[src/dpb_pkg.sv]
/*
 Constants, register offsets and types for the differential I/O pack bus block.
 Assumes a single 25 MHz clock with a synchronous active-high reset.
*/
`default_nettype none

package dpb_pkg;

	// ==========================================================
	// Register offsets
	localparam logic [7:0] OFF_DATA = 8'h00;
	localparam logic [7:0] OFF_DIR = 8'h04;
	localparam logic [7:0] OFF_INT_EN = 8'h08;
	localparam logic [7:0] OFF_INT_TYPE = 8'h0C;
	localparam logic [7:0] OFF_INT_POL = 8'h10;
	localparam logic [7:0] OFF_INT_STAT = 8'h14;
	localparam logic [7:0] OFF_INT_VEC = 8'h18;
	localparam logic [7:0] OFF_SOFT_RST = 8'h1C;
	localparam logic [7:0] OFF_ID_BASE = 8'h80;
	localparam int ID_BYTES = 32;

	// ==========================================================
	// Reset values
	localparam logic [23:0] RST_CHAN = 24'h000000;
	localparam logic [7:0] RST_VEC = 8'h00;

	// ==========================================================
	// Timing
	localparam int CLK_HZ = 25000000;
	localparam int BUS_HZ = 8000000;
	localparam int BUS_CYCLE_NS = 250;
	localparam int IRQ_MAX_NS = 2250;
	localparam int IRQ_MAX_CYC = (IRQ_MAX_NS * (CLK_HZ / 1000000)) / 1000;

	// ==========================================================
	// Channel pin group.
	typedef struct packed {
		logic [23:0] drive_en;
		logic [23:0] tx;
	} dpb_pins_t;

	// Interrupt acknowledge answer.
	typedef struct packed {
		logic ack;
		logic vec_oe;
		logic [7:0] vec;
	} dpb_iack_t;

endpackage

`default_nettype wire

[src/dpb_bus_if.sv]
/*
 Differential I/O pack: channel control, interrupts, acknowledge and APB registers.
 Assumes an APB master on MCLK, line transceivers outside, and a host raising INTSEL.
*/
// Register access over APB and the register offsets were chosen for this implementation.
`default_nettype none

module dpb_bus_if #(
	parameter int CHANNELS = 24,
	parameter logic [7:0] ID_MAKER = 8'h5A,
	parameter logic [7:0] ID_MODEL = 8'h3C
) (
	input wire logic MCLK,
	input wire logic RST,
	input wire logic PSEL,
	input wire logic PENABLE,
	input wire logic PWRITE,
	input wire logic [7:0] PADDR,
	input wire logic [31:0] PWDATA,
	output logic [31:0] PRDATA,
	output logic PREADY,
	output logic PSLVERR,
	input wire logic [23:0] CH_RX,
	output var dpb_pkg::dpb_pins_t CH_PINS,
	input wire logic INTSEL,
	input wire logic IACK_A1,
	output var dpb_pkg::dpb_iack_t IACK,
	output logic IRQ_LINE_ZERO_N
);
	import dpb_pkg::*;

	// ==========================================================
	// Helpers
	// Identification byte for index i (ID_MAKER and ID_MODEL are arbitrary).
	function automatic logic [7:0] id_byte(input logic [4:0] i);
		logic [7:0] b;
		b = 8'h00;
		case (i)
			5'h00: b = 8'h49;
			5'h01: b = 8'h50;
			5'h02: b = 8'h41;
			5'h03: b = 8'h43;
			5'h04: b = ID_MAKER;
			5'h05: b = ID_MODEL;
			5'h06: b = 8'h00;
			5'h07: b = 8'h00;
			5'h08: b = 8'h00;
			5'h09: b = 8'h00;
			5'h0A: b = 8'h00;
			5'h0B: b = 8'h0C;
			5'h0C: b = 8'h00;
			5'h0D: b = 8'h00;
			5'h0E: b = 8'h00;
			5'h0F: b = 8'h00;
			5'h10: b = 8'h00;
			5'h11: b = 8'h00;
			5'h12: b = 8'h00;
			5'h13: b = 8'h00;
			5'h14: b = 8'h00;
			5'h15: b = 8'h00;
			5'h16: b = 8'h00;
			5'h17: b = 8'h00;
			5'h18: b = 8'h00;
			5'h19: b = 8'h00;
			5'h1A: b = 8'h00;
			5'h1B: b = 8'h00;
			5'h1C: b = 8'h00;
			5'h1D: b = 8'h00;
			5'h1E: b = 8'h00;
			5'h1F: b = 8'h00;
			default: b = 8'h00;
		endcase
		return b;
	endfunction

	function automatic logic [31:0] zext24(input logic [23:0] v);
		return {8'h00, v};
	endfunction

	// ==========================================================
	// Registers
	logic [23:0] out_data;
	logic [23:0] dir;
	logic [23:0] int_en;
	logic [23:0] int_type;
	logic [23:0] int_pol;
	logic [23:0] int_stat;
	logic [7:0] int_vec;
	logic [23:0] rx_meta;
	logic [23:0] rx_sync;
	logic [23:0] rx_prev;
	logic [23:0] hit;
	logic setup;
	logic wr_en;
	logic soft_rst;
	logic mapped;
	logic [31:0] next_rdata;
	logic intsel_prev;
	logic ack_start;

	assign setup = PSEL && !PENABLE;
	// Writes commit in the access cycle; the slave never stalls.
	assign wr_en = PSEL && PENABLE && PWRITE;
	assign soft_rst = wr_en && (PADDR == OFF_SOFT_RST) && PWDATA[0];

	// ==========================================================
	// Input synchronisation
	always_ff @(posedge MCLK) begin
		if (RST) begin
			rx_meta <= RST_CHAN;
			rx_sync <= RST_CHAN;
		end else begin
			rx_meta <= CH_RX;
			rx_sync <= rx_meta;
		end
	end

	// Previous synchronised sample for change-of-state detection.
	always_ff @(posedge MCLK) begin
		if (RST) begin
			rx_prev <= RST_CHAN;
		end else begin
			rx_prev <= rx_sync;
		end
	end

	// ==========================================================
	// Channel control
	always_ff @(posedge MCLK) begin
		if (RST || soft_rst) begin
			dir <= RST_CHAN;
		end else if (wr_en && PADDR == OFF_DIR) begin
			dir <= PWDATA[23:0];
		end
	end

	always_ff @(posedge MCLK) begin
		if (RST || soft_rst) begin
			out_data <= RST_CHAN;
		end else if (wr_en && PADDR == OFF_DATA) begin
			out_data <= PWDATA[23:0];
		end
	end

	always_ff @(posedge MCLK) begin
		if (RST) begin
			CH_PINS <= '0;
		end else begin
			// One line pair per channel: drive only when set to output.
			CH_PINS.drive_en <= dir;
			// Logic 1 drives A above B, logic 0 drives A below B.
			CH_PINS.tx <= out_data & dir;
		end
	end

	// ==========================================================
	// Interrupt configuration
	always_ff @(posedge MCLK) begin
		if (RST) begin
			int_en <= RST_CHAN;
		end else if (wr_en && PADDR == OFF_INT_EN) begin
			int_en <= PWDATA[23:0];
		end
	end

	always_ff @(posedge MCLK) begin
		if (RST) begin
			int_type <= RST_CHAN;
		end else if (wr_en && PADDR == OFF_INT_TYPE) begin
			int_type <= PWDATA[23:0];
		end
	end

	always_ff @(posedge MCLK) begin
		if (RST) begin
			int_pol <= RST_CHAN;
		end else if (wr_en && PADDR == OFF_INT_POL) begin
			int_pol <= PWDATA[23:0];
		end
	end

	always_ff @(posedge MCLK) begin
		if (RST) begin
			int_vec <= RST_VEC;
		end else if (wr_en && PADDR == OFF_INT_VEC) begin
			int_vec <= PWDATA[7:0];
		end
	end

	// ==========================================================
	// Interrupt detection and status
	always_comb begin
		hit = '0;
		for (int i = 0; i < CHANNELS; i++) begin
			if (int_type[i]) begin
				hit[i] = rx_sync[i] ^ rx_prev[i];
			end else begin
				hit[i] = ~(rx_sync[i] ^ int_pol[i]);
			end
		end
		hit = hit & int_en & ~dir;
	end

	always_ff @(posedge MCLK) begin
		if (RST) begin
			int_stat <= RST_CHAN;
		end else if (wr_en && PADDR == OFF_INT_STAT) begin
			// Clear by one, and a new or lasting condition wins.
			int_stat <= (int_stat & ~PWDATA[23:0]) | hit;
		end else begin
			int_stat <= int_stat | hit;
		end
	end

	// Request line zero only; a few cycles from pin to line.
	always_ff @(posedge MCLK) begin
		if (RST) begin
			IRQ_LINE_ZERO_N <= 1'b1;
		end else begin
			IRQ_LINE_ZERO_N <= ~|(int_stat & int_en);
		end
	end

	// ==========================================================
	// Interrupt acknowledge
	always_ff @(posedge MCLK) begin
		if (RST) begin
			intsel_prev <= 1'b0;
		end else begin
			intsel_prev <= INTSEL;
		end
	end

	// A new select with A1 low starts an acknowledge.
	assign ack_start = INTSEL && !intsel_prev && !IACK_A1;

	always_ff @(posedge MCLK) begin
		if (RST) begin
			IACK <= '0;
		end else begin
			IACK.ack <= 1'b0;
			if (ack_start) begin
				IACK.vec <= int_vec;
				IACK.vec_oe <= 1'b1;
				IACK.ack <= 1'b1;
			end else if (!INTSEL) begin
				IACK.vec_oe <= 1'b0;
			end
		end
	end

	// ==========================================================
	// APB read decode
	always_comb begin
		next_rdata = 32'h00000000;
		mapped = 1'b1;
		if (PADDR == OFF_DATA) begin
			next_rdata = zext24(rx_sync);
		end else if (PADDR == OFF_DIR) begin
			next_rdata = zext24(dir);
		end else if (PADDR == OFF_INT_EN) begin
			next_rdata = zext24(int_en);
		end else if (PADDR == OFF_INT_TYPE) begin
			next_rdata = zext24(int_type);
		end else if (PADDR == OFF_INT_POL) begin
			next_rdata = zext24(int_pol);
		end else if (PADDR == OFF_INT_STAT) begin
			next_rdata = zext24(int_stat);
		end else if (PADDR == OFF_INT_VEC) begin
			next_rdata = {24'h000000, int_vec};
		end else if (PADDR == OFF_SOFT_RST) begin
			next_rdata = 32'h00000000;
		end else if (PADDR >= OFF_ID_BASE && PADDR[1:0] == 2'b00) begin
			// One identification byte per word, low lane.
			next_rdata = {24'h000000, id_byte(PADDR[6:2])};
		end else begin
			mapped = 1'b0;
		end
	end

	always_ff @(posedge MCLK) begin
		if (RST) begin
			PREADY <= 1'b0;
		end else begin
			PREADY <= 1'b1;
		end
	end

	always_ff @(posedge MCLK) begin
		if (RST) begin
			PRDATA <= 32'h00000000;
		end else if (setup) begin
			PRDATA <= PWRITE ? 32'h00000000 : next_rdata;
		end
	end

	always_ff @(posedge MCLK) begin
		if (RST) begin
			PSLVERR <= 1'b0;
		end else if (setup) begin
			PSLVERR <= ~mapped;
		end
	end

endmodule

`default_nettype wire

[config.mk]
export PLATFORM = sky130hd
export DESIGN_NAME = dpb_bus_if
export DESIGN_NICKNAME = d
export VERILOG_FILES = /design/src/dpb_pkg.sv /design/src/dpb_bus_if.sv
export SDC_FILE = /design/constraint.sdc
export NUM_CORES = 1
export LEC_CHECK = 0
export BUFFER_PORTS_ARGS = -buffer_cell sky130_fd_sc_hd__buf_4
export CAP_MARGIN = 25
export CORE_MARGIN = 3
export CORE_UTILIZATION = 45
export DETAILED_ROUTE_END_ITERATION = 8
export PLACE_DENSITY = 0.69
export REMOVE_ABC_BUFFERS = 1
export SETUP_SLACK_MARGIN = 0.15
export SYNTH_ARGS = -nofsm -noshare
export SYNTH_HDL_FRONTEND = slang
export SYNTH_SLANG_ARGS = --single-unit
[constraint.sdc]
create_clock -name MCLK -period 3 [get_ports MCLK]
set_clock_uncertainty 0.05 [all_clocks]
set_input_delay 0 -clock MCLK [delete_from_list [all_inputs] [get_ports MCLK]]
set_output_delay 0 -clock MCLK [all_outputs]
set_load 0.01 [all_outputs]
==> results.toml, run 1 <==
[outcome]
status = "finished, final reports clean"

[setup_path]
end_kind = "flip-flop"
required_ns = 3.34
path_max_fanout = 17
cp-start-kind = "input port"
worst_ep_arrival_time_ns = 2.92
criticalPathCategory = "in -> reg"

[power]
p_switching_mw = 1.95
seqPwrFrac = 0.470
total_power_mw = 8.90
ir_drop_v = 0.000319
power_density_nw_per_um2 = 576
p_comb_frac = 0.054
sw_frac_of_total = 0.219
clockPowerShare = 0.476
p_int_mw = 6.95
leakage_nw = 5.75

[timing]
tns_ns = 0
fin_crit_sh = 0.857
max_freq_ghz = 0.389
slew_viol_final = 0
slew-limit-headroom = 0.350
worst_pin_slew_ns = 0.975
post-route-min-period_ns = 2.57
rsz0062_at_grt = "false"
setup_viol = 0
hold_viol = 0

[synth]
synthFlopType = "dfxtp_1"
synth_edf_count = 0
postSynth.asyncResetShare = 0
synth_seq_cells = 310
synth_area_per_cell_um2 = 8.62
yosysSeqAreaShare = 0.510
syn_inst = 1411
syn_area_um2 = 12200
synthDistinctLibCells = 63
yosysWarningCount = 0

[floorplanning]
io_pins = 164
die_area_um2 = 29000
die_h_um = 170
initial_core_util = 0.463
floorplan.rows = 59
dieWidth_um = 170
coreArea_um2 = 26300

[clocking]
path_clk_slew_ns = 0.07
root_buffer = "clkbuf_16"
cts_resized = 0
clk_path_buf_depth = 3
cts_setup_buffers = 0
cts_tree = "yes"
cts.htree.levels = 2
hold_buffers = 66
clkSinkCount = 310
cts-buffers-inserted = 34
insertion_delay_ns = 0.51

[global_route]
grt_pass1_wl_um = 58400
grt_max_degree = 84
grt_pass1_vias = 10500
grt.total_usage = 0.255
gr-total-overflow = 0
antenna_found_initial = 0

[place]
gp_congestion = 0.916
port_buffers = 147
dp.final_hpwl_um = 23900
placed_cells = 1843

[routing]
drt-vias-per-instance = 5.54
routed_wl_um = 37700
wl_per_cell_um = 19.1
dr.pass1.iters = 6
detail-route-antenna-nets = 0
drcViolationCount = 0
vias = 10900
dr.first_iter.drc_count = 1029

[cells_and_area]
largest_reg_flops = 48
num-fill-cells = 2284
final_cells = 1971
antenna_cells = 0
finalNetCount = 1681
drive_gt1_frac = 0.164
top_register = "CH_PINS"
syn2layout_area_growth_pct = 27.0

[flow_run]
cap_viol_max_count = 0

[worst_hold_path]
worstHoldPathType = "in -> reg"
-- synth_stat cells (4+ instances only) --
library cell / instances / share of area
nand2b_1: 5 / 0.0026
xnor2_1: 24 / 0.017
a211oi_1: 4 / 0.0025
dfxtp_1: 310 / 0.51
clkbuf_1: 51 / 0.016
and2_1: 5 / 0.0026
mux4_2: 9 / 0.017
a31oi_1: 4 / 0.0021
a22o_1: 4 / 0.0029
a221oi_1: 11 / 0.0079
o21ai_0: 17 / 0.0070
nor2_1: 114 / 0.035
nor3_1: 9 / 0.0037
a21oi_1: 171 / 0.070
nor2b_1: 77 / 0.040
inv_1: 28 / 0.0086
buf_4: 10 / 0.0062
buf_2: 32 / 0.013
a2bb2oi_1: 8 / 0.0058
o22ai_1: 6 / 0.0031
and3_1: 27 / 0.014
o21ai_1: 19 / 0.0078
nand3_1: 19 / 0.0078
nand2_1: 305 / 0.094
a32oi_1: 27 / 0.019
buf_1: 5 / 0.0015
mux2i_1: 39 / 0.032
a22oi_1: 17 / 0.010
o211ai_1: 7 / 0.0043
-- power groups by stage --
stage                     Combinational [mW]  Clock [mW]  Sequential, mW
after global placement                 0.405           0            4.27
after global routing                   0.517        4.47            4.19
final                                  0.484        4.24            4.18
after detailed placement               0.408           0            4.27
after floorplan                        0.143           0            4.27
after CTS                              0.475        4.29            4.18
-- routing by layer --
layer | vias to the layer above | global-route usage | routed length (um)
met2 | 503 | 0.416 | 17400
li1 | 5198 | - | -
met5 | - | 0 | 0
met3 | 96 | 0.0481 | 3580
met4 | 0 | 0.105 | 1420
met1 | 5125 | 0.335 | 15300
-- kinds of logic after synthesis --
kind of cell	after synthesis	synth area share
multiplexers	49	0.0497
XOR/XNOR	24	0.0173
AND/OR/NAND/NOR	584	0.217
AO/OA/AOI/OAI	315	0.159
flip-flops	310	0.510
other	1	0.000308
buffers and inverters	128	0.0465
-- layout by cell type (no fill, tap or decap), drive strengths merged, types with 3 or more instances in the layout --
master and n:
a2bb2oi 8, dfxtp 310, o22ai 6, dlygate4sd3 66
o21ai 36, clkinv 5, nand3 19, o31ai 4
conb 8, nand4 3, a211oi 4, nand2 306
nand2b 5, a221oi 11, and3 27, a21oi 171
clkbuf 54, nor3 12, inv 30, buf 189
mux2i 39, nor2b 77, nor4 4, mux4 9
xnor2 24, a22oi 17, o211ai 7, nor2 116
a22o 4, a32oi 27, and2 5, a31oi 4
a311oi 3
-- final cells by class --
type | count | area [um2] | area share
clock buffers | 54 | 1090 | 0.0706
flip-flops and latches | 310 | 6210 | 0.402
multi-input cells | 980 | 5440 | 0.352
well taps | 335 | 419 | 0.0271
repair buffers | 255 | 2110 | 0.136
inverters | 29 | 109 | 0.00705
clock inverters | 8 | 73.8 | 0.00478
-- worst max-delay path, cell delays in order --
cell and delay [ns]:
dlygate4sd3_1 0.56, buf_4 0.20, or4_1 0.71, nor2_2 0.28
nand3_1 0.15, buf_4 0.27, nand2_1 0.09, a21oi_1 0.06
dlygate4sd3_1 0.58
-- metrics by stage --
| stage | setup slack, ns | hold WS [ns] | util | cell area, um2 |
|---|---|---|---|---|
| 3_5_place_dp | 0.784 | 0.164 | 0.518 | 13600 |
| 2_1_floorplan | 0.224 | 0.0167 | - | 11700 |
| 3_3_place_gp | 0.837 | 0.159 | 0.518 | 13600 |
| 6_report | 0.428 | 0.0496 | 0.588 | 15400 |
| 5_1_grt | 0.441 | 0.0973 | 0.588 | 15400 |
| 4_1_cts | 0.537 | 0.0271 | 0.588 | 15400 |
-- worst paths after layout --
| path | from | to | slack [ns] | cells past startpoint |
|---|---|---|---|---|
| worst max-delay path | PADDR[7] | int_en[21]$_SDFFE_PP0P_ | 0.43 | 9 |
| worst min-delay path | PADDR[5] | PSLVERR$_SDFFE_PP0P_ | 0.05 | 5 |
| worst max register to register | int_stat[17]$_SDFF_PP0_ | IRQ_LINE_ZERO_N$_SDFF_PP1_ | 1.55 | 4 |
| worst min register to register | rx_meta[6]$_SDFF_PP0_ | rx_sync[6]$_SDFF_PP0_ | 0.38 | 1 |
No activity file was read; power rests on OpenSTA's default activity.
==> run 2, diff against run 1 <==
- clock period: 3 -> 2.8 ns (I/O delays scaled with it)
==> run 2 against run 1 <==
Setup slack worse by 0.10 ns. Power is 5.1% higher. Critical path type unchanged. Highest routed layer unchanged. Wire length is 0.72% higher. Critical endpoint is now int_en[11]$_SDFFE_PP0P_. Largest power group is now sequential cells. First-iteration DRC count is 10% higher. Die area stayed put. Critical path depth stayed put. Clock power is 3% higher. Via count is 0.86% higher.
==> results.toml, run 2 (same netlist as run 1, synthesis figures left out) <==
[cells_and_area]
largest_reg_flops = 48
seq_area_um2 = 6210
multi_input_area_um2 = 5440
antenna_cells = 0
syn2layout_area_growth_pct = 27.2
finalNetCount = 1695
fin_area_um2 = 15500
num-fill-cells = 2334
layout_common_cells = "310 x dfxtp_1, 305 x nand2_1, 198 x buf_4, 171 x a21oi_1, 113 x nor2_1"
top_register = "CH_PINS"
final_cells = 1980
final_common_cell = "dfxtp_1"
drive_gt1_frac = 0.168

[global_route]
gr-total-overflow = 0
grt.total_usage = 0.257
grt_pass1_vias = 10700
antenna_found_initial = 0
grt_pass1_wl_um = 59100
grt_max_degree = 82

[routing]
vias = 11000
dr.first_iter.drc_count = 1137
drt-vias-per-instance = 5.56
drcViolationCount = 0
dr.pass1.iters = 5
routed_wl_um = 38000
wl_per_cell_um = 19.2
detail-route-antenna-nets = 0

[setup_path]
worst_ep_arrival_time_ns = 2.81
end_kind = "flip-flop"
regToRegSetupSlack_ns = 1.39
path_max_fanout = 17
criticalPathCategory = "in -> reg"
reg2reg_to = "IRQ_LINE_ZERO_N$_SDFF_PP1_"
required_ns = 3.14
cp-start-kind = "input port"
r2r_start = "int_en[14]$_SDFFE_PP0P_"
r2r_cells = 4

[clocking]
root_buffer = "clkbuf_16"
clk_path_buf_depth = 3
clkSinkCount = 310
cts_tree = "yes"
insertion_delay_ns = 0.51
path_clk_slew_ns = 0.06
cts-buffers-inserted = 34
cts_resized = 0
cts.htree.levels = 2

[timing]
post-route-min-period_ns = 2.47
max_freq_ghz = 0.404
hold_viol = 0
tns_ns = 0
slew-limit-headroom = 0.359
holdWs_ns = 0.0497
worst_pin_slew_ns = 0.961
fin_crit_sh = 0.884
setup_viol = 0
slew_viol_final = 0
rsz0062_at_grt = "false"

[power]
ir_drop_v = 0.000490
power_density_nw_per_um2 = 605
leakage_nw = 5.79

[place]
dp.final_hpwl_um = 24200
placed_cells = 1848
dpl-instance-area_um2 = 13600
gp_congestion = 0.917
port_buffers = 147

[floorplanning]
dieWidth_um = 170
io_pins = 164
coreArea_um2 = 26300
die_h_um = 170
initial_core_util = 0.463
die_area_um2 = 29000
floorplan.rows = 59

[flow_run]
cap_viol_max_count = 0

[outcome]
status = "finished, final reports clean"

[worst_hold_path]
min_from = "PSEL"
whs_path_depth = 5
whs_endpoint = "PRDATA[0]$_SDFFE_PP0P_"
worstHoldPathType = "in -> reg"
[run 2: cell type report]
class | count | area share
sequential | 310 | 0.401
multi-input combinational | 980 | 0.352
timing repair buffer | 269 | 0.142
clock buffer | 48 | 0.0656
tap | 335 | 0.0271
inverter | 29 | 0.00704
clock inverter | 9 | 0.00518
[run 2: metal layers]
layer / routed length [um] / vias up / global-route usage
met3: 3610 / 117 / 0.0511
met1: 15200 / 5153 / 0.333
met4: 1610 / 0 / 0.117
met2: 17600 / 537 / 0.415
met5: 0 / - / 0
li1: - / 5209 / -
[run 2: through the flow]
step	worst slack, ns	power [mW]	utilization
final	0.326	9.36	0.589
after global routing	0.282	9.65	0.589
after CTS	0.248	9.43	0.587
after detailed placement	0.677	5.02	0.519
after global placement	0.770	5.01	0.519
after floorplan	0.0245	4.73	-
[run 2: where the power goes]
part	internal, mW	switching (mW)
clock network	2.61	1.74
logic	0.226	0.302
registers	4.46	0.0248
total	7.30	2.07
[run 2: critical path, cell delays in order]
cell and delay [ns]:
dlygate4sd3_1 0.54, buf_4 0.19, or4_1 0.70, nor2_2 0.22, nand3_1 0.16, buf_4 0.25, nand2_1 0.10, a21oi_1 0.06
dlygate4sd3_1 0.57
[run 2: timing repair]
item                                    in CTS  in global routing
hold endpoints to repair                   230                  0
endpoints found under the setup margin       0                  1
buffers inserted                             0                  5
hold buffers                                70                  0
[run 2: worst max path at each step]
stage                                         end  cells after the start      from  slack, ns
after global routing      int_en[11]$_SDFFE_PP0P_                      9  PADDR[7]       0.28
after global placement     PRDATA[4]$_SDFFE_PP0P_                      6  PADDR[7]       0.77
final                     int_en[11]$_SDFFE_PP0P_                      9  PADDR[7]       0.33
after floorplan               dir[0]$_SDFFE_PP0P_                      3  PADDR[7]       0.02
after detailed placement   PRDATA[5]$_SDFFE_PP0P_                      6  PADDR[7]       0.68
after CTS                 int_en[11]$_SDFFE_PP0P_                      9  PADDR[7]       0.25
==> run 3, diff against run 2 <==
==> constraint.sdc (replaced) <==
create_clock -name MCLK -period 2.8 [get_ports MCLK]
set_clock_uncertainty 0.05 [all_clocks]
set_input_delay 0.42 -clock MCLK [delete_from_list [all_inputs] [get_ports MCLK]]
set_output_delay 0.42 -clock MCLK [all_outputs]
set_load 0.01 [all_outputs]
==> run 3 against run 2 <==
Combinational power shrank 12%. Sequential cell count unchanged. Cell count fell by 3.4%. Fmax increased by 27%. Sequential power hardly changed. Design area decreased by 4.1%. Critical endpoint is now int_pol[6]$_SDFFE_PP0P_. Wire length shrank 1.0%. Critical path type unchanged.
==> results.toml, run 3 (same netlist as run 1, synthesis figures left out) <==
[setup_path]
crit_top_cell = "buf_4"
path_max_fanout = 13
r2r_start = "int_en[17]$_SDFFE_PP0P_"
crit_slowest_cell = "or4b_1"
required_ns = 3.17
criticalPathCategory = "in -> reg"
crit_buf_inv = 3
r2r_cells = 4
worst_path_largest_cell_delay_ns = 0.83
cp-start-kind = "input port"
reg2reg_to = "IRQ_LINE_ZERO_N$_SDFF_PP1_"
critical-path-top-delay-family = "simple AND/OR/NAND/NOR gates"
regToRegSetupSlack_ns = 1.36
path_depth = 7
path_cells = "buf_4, or4b_1, buf_4, nor3_4, buf_4, nand2_1, a21oi_1"
end_kind = "flip-flop"
worst_ep_arrival_time_ns = 2.32

[floorplanning]
die_area_um2 = 29000
initial_core_util = 0.463
io_pins = 164
dieWidth_um = 170
coreArea_um2 = 26300
floorplan.rows = 59
die_h_um = 170

[place]
placed_cells = 1857
dp.final_hpwl_um = 24400
port_buffers = 147
gp_congestion = 0.938
post-place-ws_ns = 0.374
dpl-instance-area_um2 = 13800

[power]
leakage_nw = 5.48
ir_drop_v = 0.000452
power_density_nw_per_um2 = 619
total_power_mw = 9.19

[global_route]
grt.total_usage = 0.256
grt_max_degree = 122
antenna_found_initial = 0
grt_pass1_wl_um = 58100
grt_pass1_vias = 10400
gr-total-overflow = 0

[timing]
setup_slack_ns = 0.857
worst_pin_slew_ns = 0.800
max_freq_ghz = 0.515
tns_ns = 0
post-route-min-period_ns = 1.94
setup_viol = 0
fin_crit_sh = 0.694
rsz0062_at_grt = "false"
hold_viol = 0
slew-limit-headroom = 0.467
holdWs_ns = 0.0655
slew_viol_final = 0

[clocking]
clk_path_buf_depth = 3
cts_resized = 0
clkSinkCount = 310
cts_tree = "yes"
cts-buffers-inserted = 34
insertion_delay_ns = 0.51
cts_setup_buffers = 0
path_clk_slew_ns = 0.06
root_buffer = "clkbuf_16"
cts.htree.levels = 2
hold_buffers = 0

[routing]
dr.pass1.iters = 5
routed_wl_um = 37600
drt-vias-per-instance = 5.61
detail-route-antenna-nets = 0
dr.first_iter.drc_count = 1093
vias = 10700
wl_per_cell_um = 19.7
drcViolationCount = 0

[cells_and_area]
finalNetCount = 1629
final_cells = 1912
syn2layout_area_growth_pct = 22.0
fin_util = 0.564
top_register = "CH_PINS"
layout_common_cells = "310 x dfxtp_1, 305 x nand2_1, 194 x buf_4, 171 x a21oi_1, 113 x nor2_1"
drive_gt1_frac = 0.171
largest_reg_flops = 48
final_common_cell = "dfxtp_1"
fin_area_um2 = 14800
antenna_cells = 0

[worst_hold_path]
worstHoldPathType = "in -> reg"
min_from = "CH_RX[10]"
whs_endpoint = "rx_meta[10]$_SDFF_PP0_"
whs_path_depth = 2

[outcome]
status = "finished, final reports clean"

[flow_run]
cap_viol_max_count = 0
[run 3: changes by cell type in the layout (fill, tap and decap cells not counted), moves of 3 or more]
cell / change
clkbuf_8: -7
clkbuf_1: +9
buf_12: +8
dlygate4sd3_1: -70
buf_4: -4
clkinv_2: -3
[run 3: per-layer routing]
metal / vias up / track usage / wire length (um)
met4: 0 / 0.115 / 1530
li1: 5075 / - / -
met2: 510 / 0.410 / 17300
met1: 5019 / 0.339 / 15500
met3: 115 / 0.0453 / 3290
met5: - / 0 / 0
[run 3: worst max path at each step]
stage	start	to	slack, ns
6_report	PADDR[7]	int_pol[6]$_SDFFE_PP0P_	0.86
5_1_grt	PADDR[7]	dir[12]$_SDFFE_PP0P_	0.80
4_1_cts	PADDR[7]	int_pol[6]$_SDFFE_PP0P_	0.91
3_5_place_dp	PADDR[7]	int_pol[6]$_SDFFE_PP0P_	0.37
3_3_place_gp	PADDR[7]	out_data[3]$_SDFFE_PP0P_	0.46
2_1_floorplan	PADDR[7]	dir[0]$_SDFFE_PP0P_	-0.40
[run 3: report_power, final]
part	switching (mW)	leakage [nW]	internal (mW)
logic	0.288	2.47	0.175
clock network	1.71	0.502	2.53
registers	0.0252	2.51	4.46
total	2.03	5.48	7.16
[run 3: area by class of cell]
| cell class | instances | area, um2 |
|---|---|---|
| Sequential cell | 310 | 6210 |
| Clock buffer | 50 | 952 |
| Fill cell | 2393 | 11400 |
| Timing Repair Buffer | 203 | 1630 |
| Inverter | 29 | 109 |
| Clock inverter | 5 | 78.8 |
| Multi-Input combinational cell | 980 | 5440 |
| Tap cell | 335 | 419 |
